$ cat src/logic/skd_pkg.sv
`default_nettype none
package skd_pkg;
	// Register byte addresses
	localparam logic [7:0] ADDR_CTRL = 8'h00;
	localparam logic [7:0] ADDR_INSTR = 8'h04;
	localparam logic [7:0] ADDR_PC = 8'h08;
	localparam logic [7:0] ADDR_ACC = 8'h0c;
	localparam logic [7:0] ADDR_MEM = 8'h10;
	localparam logic [7:0] ADDR_FMASK = 8'h14;
	localparam logic [7:0] ADDR_SWSEL = 8'h18;
	localparam logic [7:0] ADDR_IOOUT = 8'h1c;
	localparam logic [7:0] ADDR_STATUS = 8'h20;
	localparam logic [7:0] ADDR_IMG_ACC = 8'h24;
	localparam logic [7:0] ADDR_IMG_PC = 8'h28;
	localparam logic [7:0] ADDR_EADDR = 8'h2c;
	localparam logic [7:0] ADDR_SWITCH = 8'h30;
	localparam logic [7:0] ADDR_BANK = 8'h40;
	localparam logic [5:0] BANK_HI = 6'h10;
	localparam int CTRL_START_BIT = 0;
	localparam logic [15:0] RST_WORD = 16'h0000;

	// Opcode digits
	localparam logic [3:0] DG_0 = 4'h0;
	localparam logic [3:0] DG_1 = 4'h1;
	localparam logic [3:0] DG_FIELD = 4'h5;
	localparam logic [3:0] DG_FIELD_NZ = 4'h3;
	localparam logic [3:0] DG_EXT = 4'hb;
	localparam logic [3:0] DG_PAR = 4'hc;
	localparam logic [3:0] DG_NOPAR = 4'hd;
	localparam logic [3:0] DG_PROT = 4'he;
	localparam logic [3:0] DG_NOPROT = 4'hb;
	localparam logic [3:0] DG_SWCLR = 4'h9;
	localparam logic [3:0] DG_SRG = 4'h3;
	localparam logic [3:0] DG_SIO = 4'h4;
	localparam logic [3:0] DG_SPS = 4'h5;
	localparam logic [3:0] DG_RAO = 4'hd;
	localparam logic [3:0] DG_SPA = 4'h7;
	localparam logic [1:0] TST_ZERO = 2'h0;
	localparam logic [1:0] TST_NZ = 2'h1;
	localparam logic [1:0] TST_POS = 2'h2;
	localparam logic [1:0] TST_NEG = 2'h3;
	localparam int SIGN_BIT = 15;

	// Timing in ns and derived cycle counts at the pclk rate
	localparam int CLK_MHZ = 200;
	localparam int T_SKIP_NS = 1100;
	localparam int T_SKIP_TAKEN_NS = 1400;
	localparam int T_RAO_NS = 1900;
	localparam int T_SPA_NS = 2100;
	localparam int T_MEMREF_NS = 550;
	localparam int T_EXT_NS = 1100;
	localparam logic [9:0] CYC_SKIP = 10'((T_SKIP_NS * CLK_MHZ) / 1000);
	localparam logic [9:0] CYC_SKIP_TAKEN = 10'((T_SKIP_TAKEN_NS * CLK_MHZ) / 1000);
	localparam logic [9:0] CYC_RAO = 10'((T_RAO_NS * CLK_MHZ) / 1000);
	localparam logic [9:0] CYC_SPA = 10'((T_SPA_NS * CLK_MHZ) / 1000);
	localparam logic [9:0] CYC_MEMREF = 10'((T_MEMREF_NS * CLK_MHZ) / 1000);
	localparam logic [9:0] CYC_EXT = 10'((T_EXT_NS * CLK_MHZ) / 1000);

	typedef enum logic [1:0] {
		ST_IDLE = 2'b00,
		ST_FETCH = 2'b01,
		ST_LOAD = 2'b10,
		ST_EXEC = 2'b11
	} skd_state_type;

	// Pins from the console and memory side
	typedef struct packed {
		logic [15:0] console_sw;
		logic parity_err;
		logic protect_fault;
		logic [15:0] io_in;
		logic [15:0] pos_status;
	} skd_pins_type;

	typedef struct packed {
		logic busy;
		logic skip_taken;
		logic illegal;
		logic mem_written;
	} skd_status_type;
endpackage
`default_nettype wire

$ cat src/logic/skd_reg_bank.sv
`default_nettype none
// Small register bank, read data registered
module skd_reg_bank (
	input wire logic pclk,
	input wire logic presetn,
	input wire logic wr_en,
	input wire logic [1:0] wr_idx,
	input wire logic [15:0] wr_data,
	input wire logic [1:0] rd_idx,
	output logic [15:0] rd_data
);
	logic [15:0] mem_ff [4];

	// Write port and registered read
	always_ff @(posedge pclk or negedge presetn) begin
		if (!presetn) begin
			for (int i = 0; i < 4; i++) begin
				mem_ff[i] <= 16'h0000;
			end
			rd_data <= 16'h0000;
		end else begin
			if (wr_en) begin
				mem_ff[wr_idx] <= wr_data;
			end
			rd_data <= mem_ff[rd_idx];
		end
	end
endmodule
`default_nettype wire

$ cat src/logic/skd_decode.sv
// Chosen here: the address map and the APB slave port.
`default_nettype none
// Functional notes
// - Digit C skips on parity error, D without
// - Digit E skips on protect fault, B without
// - Digit 9 skips if switch clear; 1.1/1.4us
// - Group 00, digit 0/4/8/C: register zero
// - Group 00, digit 1/5/9/D: register nonzero
// - Group 00, digit 2/6/A/E: register positive
// - Group 00, digit 3/7/B/F: register negative
// - Field test skips when masked field nonzero
// - Leading D: word plus one written back, 1.9us
// - Leading 7: store acc, parity into acc
// - Group 0B0: 3 store, 4 io, 5 position
// - Each memory reference adds 550 ns
module skd_decode
	import skd_pkg::*;
(
	input wire logic pclk,
	input wire logic presetn,
	input wire logic psel,
	input wire logic penable,
	input wire logic pwrite,
	input wire logic [7:0] paddr,
	input wire logic [31:0] pwdata,
	output logic [31:0] prdata,
	output logic pready,
	output logic pslverr,
	input wire skd_pkg::skd_pins_type pins,
	output logic [15:0] io_out,
	output logic busy
);
	import skd_pkg::*;

	typedef struct packed {
		skd_state_type st;
		logic [15:0] instr;
		logic [15:0] pc;
		logic [15:0] acc;
		logic [15:0] mem;
		logic [15:0] fmask;
		logic [3:0] swsel;
		logic [15:0] io_out;
		logic [15:0] img_acc;
		logic [15:0] img_pc;
		logic [11:0] eaddr;
		logic [9:0] cnt;
		skd_status_type stat;
		logic [31:0] prdata;
		logic pready;
		logic pslverr;
		skd_pins_type s1;
		skd_pins_type s2;
		skd_pins_type s3;
		skd_pins_type pin;
	} skd_regs_type;

	skd_regs_type r_ff;
	skd_regs_type nxt_r;
	logic [15:0] bank_rd;
	logic bank_wr;
	logic [1:0] bank_rd_idx;
	logic bank_hit;

	// Odd parity of a stored word: one when the bit count is even
	function automatic logic word_parity(input logic [15:0] w);
		word_parity = ~(^w);
	endfunction

	// Register test on one word
	function automatic logic reg_test(input logic [1:0] t, input logic [15:0] w);
		case (t)
			TST_ZERO: reg_test = (w == RST_WORD);
			TST_NZ: reg_test = (w != RST_WORD);
			TST_POS: reg_test = ~w[SIGN_BIT];
			default: reg_test = w[SIGN_BIT];
		endcase
	endfunction

	// Program counter after the instruction
	function automatic logic [15:0] next_pc(input logic [15:0] pc, input logic skip,
			input logic [3:0] sfield);
		if (skip) begin
			next_pc = pc + 16'h0001 + {12'h000, sfield};
		end else begin
			next_pc = pc + 16'h0001;
		end
	endfunction

	assign bank_hit = (paddr[7:4] == ADDR_BANK[7:4]);
	assign bank_wr = psel & penable & pwrite & r_ff.pready & bank_hit;
	// Bus owns the read port while selected; fetch waits for a free cycle
	assign bank_rd_idx = psel ? paddr[3:2] : r_ff.instr[7:6];

	skd_reg_bank u_bank (
		.pclk(pclk),
		.presetn(presetn),
		.wr_en(bank_wr),
		.wr_idx(paddr[3:2]),
		.wr_data(pwdata[15:0]),
		.rd_idx(bank_rd_idx),
		.rd_data(bank_rd)
	);

	// Next state: pin sync, decode, execution timer, APB slave
	always_comb begin
		logic [3:0] d3;
		logic [3:0] d2;
		logic [3:0] d1;
		logic [3:0] d0;
		logic skip;
		logic [9:0] cyc;
		logic [15:0] sum;
		d3 = r_ff.instr[15:12];
		d2 = r_ff.instr[11:8];
		d1 = r_ff.instr[7:4];
		d0 = r_ff.instr[3:0];
		skip = 1'b0;
		cyc = CYC_SKIP;
		sum = r_ff.mem + 16'h0001;
		nxt_r = r_ff;

		// Three-stage sync; change taken once stages two and three agree
		nxt_r.s1 = pins;
		nxt_r.s2 = r_ff.s1;
		nxt_r.s3 = r_ff.s2;
		if (r_ff.s2 == r_ff.s3) begin
			nxt_r.pin = r_ff.s3;
		end

		case (r_ff.st)
			ST_IDLE: begin
				nxt_r.stat.busy = 1'b0;
			end
			ST_FETCH: begin
				if (!psel) begin
					nxt_r.st = ST_LOAD;
				end
			end
			ST_LOAD: begin
				nxt_r.stat.illegal = 1'b0;
				nxt_r.stat.mem_written = 1'b0;
				nxt_r.eaddr = r_ff.instr[11:0];
				if (d3 == DG_0 && d2 == DG_0) begin
					skip = reg_test(d1[1:0], bank_rd);
				end else if (d3 == DG_0 && d2 == DG_1) begin
					case (d1)
						DG_PAR: skip = r_ff.pin.parity_err;
						DG_NOPAR: skip = ~r_ff.pin.parity_err;
						DG_PROT: skip = r_ff.pin.protect_fault;
						DG_NOPROT: skip = ~r_ff.pin.protect_fault;
						DG_SWCLR: skip = ~r_ff.pin.console_sw[r_ff.swsel];
						default: nxt_r.stat.illegal = 1'b1;
					endcase
				end else if (d3 == DG_0 && d2 == DG_FIELD && d0 == DG_FIELD_NZ) begin
					// Field word is fetched from storage: one memory reference
					skip = ((r_ff.mem & r_ff.fmask) != RST_WORD);
					cyc = CYC_MEMREF;
				end else if (d3 == DG_0 && d2 == DG_EXT && d1 == DG_0) begin
					cyc = CYC_EXT;
					case (d0)
						DG_SRG: begin
							nxt_r.img_acc = r_ff.acc;
							nxt_r.img_pc = r_ff.pc;
						end
						DG_SIO: begin
							nxt_r.io_out = r_ff.acc;
							nxt_r.acc = r_ff.pin.io_in;
						end
						DG_SPS: nxt_r.acc = r_ff.pin.pos_status;
						default: nxt_r.stat.illegal = 1'b1;
					endcase
				end else if (d3 == DG_RAO) begin
					nxt_r.mem = sum;
					nxt_r.stat.mem_written = 1'b1;
					cyc = CYC_RAO + CYC_MEMREF + CYC_MEMREF;
				end else if (d3 == DG_SPA) begin
					nxt_r.mem = r_ff.acc;
					nxt_r.acc = {15'h0000, word_parity(r_ff.acc)};
					nxt_r.stat.mem_written = 1'b1;
					cyc = CYC_SPA + CYC_MEMREF;
				end else begin
					nxt_r.stat.illegal = 1'b1;
				end
				// Skip-class timing: base replaces the default, memory fetch adds on top
				if (d3 == DG_0 && (d2 == DG_0 || d2 == DG_1 || d2 == DG_FIELD)) begin
					if (d2 != DG_FIELD) begin
						cyc = '0;
					end
					if (skip) begin
						cyc = cyc + CYC_SKIP_TAKEN;
					end else begin
						cyc = cyc + CYC_SKIP;
					end
				end
				if (d3 == DG_0 && d2 == DG_FIELD && d0 != DG_FIELD_NZ) begin
					cyc = CYC_SKIP;
				end
				nxt_r.stat.skip_taken = skip;
				nxt_r.pc = next_pc(r_ff.pc, skip, d0);
				// Three cycles outside the count: fetch, load and the final zero-count cycle
				nxt_r.cnt = cyc - 10'd3;
				nxt_r.st = ST_EXEC;
			end
			ST_EXEC: begin
				if (r_ff.cnt == 10'd0) begin
					nxt_r.st = ST_IDLE;
					nxt_r.stat.busy = 1'b0;
				end else begin
					nxt_r.cnt = r_ff.cnt - 10'd1;
				end
			end
			default: nxt_r.st = ST_IDLE;
		endcase

		// APB: one wait state, answer from registers
		nxt_r.pready = 1'b0;
		nxt_r.pslverr = 1'b0;
		if (psel && penable && !r_ff.pready) begin
			nxt_r.pready = 1'b1;
			nxt_r.prdata = 32'h0000_0000;
			case (paddr)
				ADDR_CTRL: nxt_r.prdata = 32'h0000_0000;
				ADDR_INSTR: nxt_r.prdata = {16'h0000, r_ff.instr};
				ADDR_PC: nxt_r.prdata = {16'h0000, r_ff.pc};
				ADDR_ACC: nxt_r.prdata = {16'h0000, r_ff.acc};
				ADDR_MEM: nxt_r.prdata = {16'h0000, r_ff.mem};
				ADDR_FMASK: nxt_r.prdata = {16'h0000, r_ff.fmask};
				ADDR_SWSEL: nxt_r.prdata = {28'h0000000, r_ff.swsel};
				ADDR_IOOUT: nxt_r.prdata = {16'h0000, r_ff.io_out};
				ADDR_STATUS: nxt_r.prdata = {28'h0000000, r_ff.stat};
				ADDR_IMG_ACC: nxt_r.prdata = {16'h0000, r_ff.img_acc};
				ADDR_IMG_PC: nxt_r.prdata = {16'h0000, r_ff.img_pc};
				ADDR_EADDR: nxt_r.prdata = {20'h00000, r_ff.eaddr};
				ADDR_SWITCH: nxt_r.prdata = {16'h0000, r_ff.pin.console_sw};
				default: begin
					if (bank_hit && paddr[1:0] == 2'b00) begin
						nxt_r.prdata = {16'h0000, bank_rd};
					end else begin
						nxt_r.pslverr = 1'b1;
					end
				end
			endcase
		end
		// Writes land on the completing edge; a bus write beats execution
		if (psel && penable && pwrite && r_ff.pready) begin
			case (paddr)
				ADDR_CTRL: begin
					// Start while busy is dropped: one instruction at a time
					if (pwdata[CTRL_START_BIT] && r_ff.st == ST_IDLE) begin
						nxt_r.st = ST_FETCH;
						nxt_r.stat.busy = 1'b1;
					end
				end
				ADDR_INSTR: nxt_r.instr = pwdata[15:0];
				ADDR_PC: nxt_r.pc = pwdata[15:0];
				ADDR_ACC: nxt_r.acc = pwdata[15:0];
				ADDR_MEM: nxt_r.mem = pwdata[15:0];
				ADDR_FMASK: nxt_r.fmask = pwdata[15:0];
				ADDR_SWSEL: nxt_r.swsel = pwdata[3:0];
				default: ;
			endcase
		end
	end

	// Error answer on the write side too
	// Unmapped writes flag pslverr like unmapped reads; read-only writes are dropped without error
	// (handled above: the address case is common to both directions)

	// State register
	always_ff @(posedge pclk or negedge presetn) begin
		if (!presetn) begin
			r_ff <= '0;
		end else begin
			r_ff <= nxt_r;
		end
	end

	assign prdata = r_ff.prdata;
	assign pready = r_ff.pready;
	assign pslverr = r_ff.pslverr;
	assign io_out = r_ff.io_out;
	assign busy = r_ff.stat.busy;
endmodule
`default_nettype wire

$ cat config.mk
export PLATFORM = sky130hd
export DESIGN_NAME = skd_decode
export DESIGN_NICKNAME = d
export VERILOG_FILES = /design/src/logic/skd_pkg.sv /design/src/logic/skd_reg_bank.sv /design/src/logic/skd_decode.sv
export SDC_FILE = /design/constraint.sdc
export NUM_CORES = 1
export LEC_CHECK = 0
export BUFFER_PORTS_ARGS = -buffer_cell sky130_fd_sc_hd__buf_2
export CAP_MARGIN = 40
export CORE_ASPECT_RATIO = 0.8
export CORE_MARGIN = 4
export CORE_UTILIZATION = 60
export CTS_CLUSTER_DIAMETER = 40
export CTS_CLUSTER_SIZE = 14
export DETAILED_ROUTE_END_ITERATION = 16
export PLACE_DENSITY = 0.85
export SETUP_SLACK_MARGIN = 0.15
export SYNTH_ARGS = -nofsm -noshare
export SYNTH_HDL_FRONTEND = slang
export SYNTH_SLANG_ARGS = --single-unit
$ cat constraint.sdc
create_clock -name pclk -period 3.5 [get_ports pclk]
set_input_delay 0.35 -clock pclk [delete_from_list [all_inputs] [get_ports pclk]]
set_output_delay 0.35 -clock pclk [all_outputs]
set_load 0.02 [all_outputs]
==> metrics.md <==
| Metric | Value |
|---|---|
| Overall routing resource usage | 33.6% |
| Worst reg2reg setup slack | 0.25 ns |
| Clock Path Buffers | 3 |
| Area grow syn2layout | 14.9% |
| Relative slew slack | 37.7% |
| RSZ-0062 raised after global routing | no |
| Critical Path Start Type | register |
| Post-synthesis sequential area ratio | 55.9% |
| Final setup fails | 0 |
| Worst Path Arrival | 3.75 ns |
| Post-route ant nets | 0 |
| CTS tree | built |
| WHS Endpoint | r_ff[339] |
| Die Y | 173 um |
| Setup Crit Path Kind | register to register |
| Total global routing overflow | 0 |
| Starting density of the core | 60.9% |
| Global-route wire length before repair | 95400 um |
| Setup TNS Final | 0 ns |
| Via density | 6.64 |
| Layout cells sized above 1 | 29.1% |
| CP max FO | 7 |
| Starting DRT DRC Count | 2047 |
| Most frequent cells in the layout | dfrtp_1 (457), mux2_2 (229), buf_2 (112), nor2_1 (105), nand2_1 (81) |
| Initial antenna violation count | 2 |
| Peak supply drop | 0.000361 V |
| Avg WL per Cell | 27.5 um |
| Mean post-synth cell area | 12.2 um^2 |
| Yosys cell types | 85 |
| Worst skew pair latency | 0.58 ns |
| Tot Pwr | 11.9 mW |
| Vias after detailed routing | 15200 |
| Worst Hold Path Cells | 3 |
| Die area | 37200 um^2 |
| Commonest non-fill, non-tap cell in the layout | dfrtp_1 |
| Post-layout minimum cycle time | 3.25 ns |
| GP Congestion | 1.02 |
| YS warnings | 0 |
| HP Start | pwdata[11] |
| Worst Tran Pin Value | 0.934 ns |
| # IOs | 146 |
| Classification of the worst-slack hold path | input pin to register |
| Core area | 33600 um^2 |
| WP data required | 4.00 ns |
| Largest net degree at the start of global routing | 92 |
| Skew final | 0.0215 ns |
| Max-slew violations | 0 |
| Post-synth EDFFs | 0 |
| Vias in the first global route | 15100 |
| Final period utilization | 92.8% |
| Nets | 1936 |
| Origin of the critical flop-to-flop path | r_ff[391] |
| Top_reg_cell synth | dfrtp_1 |
| Cell Area, Synth | 20500 um^2 |
| Mapped Cells | 1674 |
| Number of synthesized register bits | 458 |
| Cts bufs inserted | 49 |
| CTS H-tree lvls | 2 |
| Clock transition at path regs | 0.07 ns |
| # Max-Cap Violations | 0 |
| Dpl cells | 2153 |
| Num Clock Sinks | 458 |
| Die Wd | 215 um |
| FFs w/ async S/R, synth | 100% |
| Final Hold Viols | 0 |
| Port Buffer Count | 113 |
| Core Rows | 60 |
| Hold Worst Slack | 0.190 ns |
| CTS root buf | clkbuf_16 |
| R2R Path End | r_ff[372] |
| Leakage | 11.0 nW |
| Hpwl dp | 42500 um |
| # DRC | 0 |
| Worst R2R Path Depth | 9 |
| Final wirelength | 63000 um |
| Worst setup EP type | register |
| Power per Cell Area | 506 nW/um^2 |
| Cell Count, Final, Fillers Out | 2289 |
| Achievable clock frequency | 0.308 GHz |
| Status | finished clean |
| Initial DRT Pass Iterations | 6 |
where the power goes:
group	switching [mW]	internal [mW]	leakage (nW)
Clock	2.25	2.78	0.739
Sequential	0.237	5.50	5.77
Combinational	0.702	0.443	4.54
Total	3.19	8.73	11.0
registers in the layout, summed over array words and instances, names as in the netlist:
register / flops
io_out: 16
pready: 1
pslverr: 1
nxt_r: 100
u_bank.mem_ff: 64
u_bank.rd_data: 16
prdata: 16
r_ff: 243
busy: 1
repair_timing:
item,CTS,global route
hold buffers,51,0
endpoints found under the hold margin,131,0
buffers inserted,0,4
endpoints found under the setup margin,0,5
gates resized for setup,0,3
cell usage after synthesis, drive strengths merged (5+ instances only):
cell / count / share of area (%)
a211oi: 8 / 0.37
a21o: 11 / 0.40
a21oi: 74 / 1.8
a221oi: 31 / 1.3
a222oi: 18 / 0.88
a22o: 14 / 0.60
a22oi: 56 / 2.1
a31oi: 26 / 0.87
and2: 9 / 0.27
and3: 7 / 0.22
and4: 5 / 0.21
buf: 78 / 2.5
clkbuf: 75 / 1.5
dfrtp: 458 / 56
ha: 15 / 0.92
inv: 22 / 0.40
mux2: 229 / 13
mux2i: 12 / 0.59
mux4: 19 / 2.1
nand2: 81 / 1.5
nand3: 42 / 1.0
nand4: 14 / 0.43
nor2: 106 / 1.9
nor2b: 8 / 0.24
nor3: 24 / 0.61
nor4: 23 / 0.81
o211ai: 6 / 0.22
o21ai: 40 / 0.99
or2: 6 / 0.18
or3: 13 / 0.40
xnor2: 23 / 0.98
xor2: 55 / 2.4
layer usage:
layer	part of all wire, %	vias up	global-route usage [%]
li1	-	6343	-
met3	12	179	9.99
met1	40	7759	48.0
met5	0.021	-	0
met2	44	912	50.5
met4	3.5	2	9.75
worst max-delay path, cell delays in order (launching register included):
cell and delay [ns]:
dfrtp_1 0.47, nor4_4 0.48, nand4_1 0.24, or2_0 0.30, or2_1 0.25, buf_4 0.17
a2111oi_4 0.59, a22oi_1 0.16, or3_1 0.34, a31oi_1 0.18
cell type report:
cell class                 count  area, um^2
inverter                      24        90.1
clock inverter                23         213
antenna                        1        2.50
clock buffer                  57        1310
fill                        2282       10100
sequential                   458       11500
timing repair buffer         238        1690
tap                          434         543
multi-input combinational   1054        8230
cells by family (layout without fill, tap and decap cells):
group / count (synthesis) / in the layout / share of synthesized area, %
muxes: 260 / 260 / 15.3
adders and majority gates: 16 / 16 / 1.01
xor gates and xnor gates: 78 / 78 / 3.33
AOI/OAI and AO/OA: 313 / 313 / 10.9
DFF: 458 / 458 / 55.9
and+or+nand+nor: 371 / 371 / 9.17
other: 1 / 17 / 0.0183
buffers and inverters: 177 / 342 / 4.40
worst max path at each step:
stage / slack (ns) / endpoint / cells past startpoint / startpoint
2_1_floorplan: 0.39 / r_ff[246] / 11 / r_ff[310]
3_3_place_gp: 0.24 / r_ff[246] / 10 / r_ff[309]
3_5_place_dp: 0.19 / r_ff[246] / 10 / r_ff[309]
4_1_cts: 0.17 / r_ff[246] / 10 / r_ff[309]
5_1_grt: 0.14 / r_ff[368] / 9 / r_ff[391]
6_report: 0.25 / r_ff[372] / 9 / r_ff[391]
through the flow:
step	cell area (um^2)	utilization [%]	worst slack (ns)
after global routing	23500	70.0	0.143
after detailed placement	21500	63.8	0.189
after floorplan	20600	-	0.387
final	23500	70.0	0.250
after global placement	21400	63.7	0.243
after CTS	23500	69.9	0.169
Note: power is estimated with default switching activity, not from simulation.
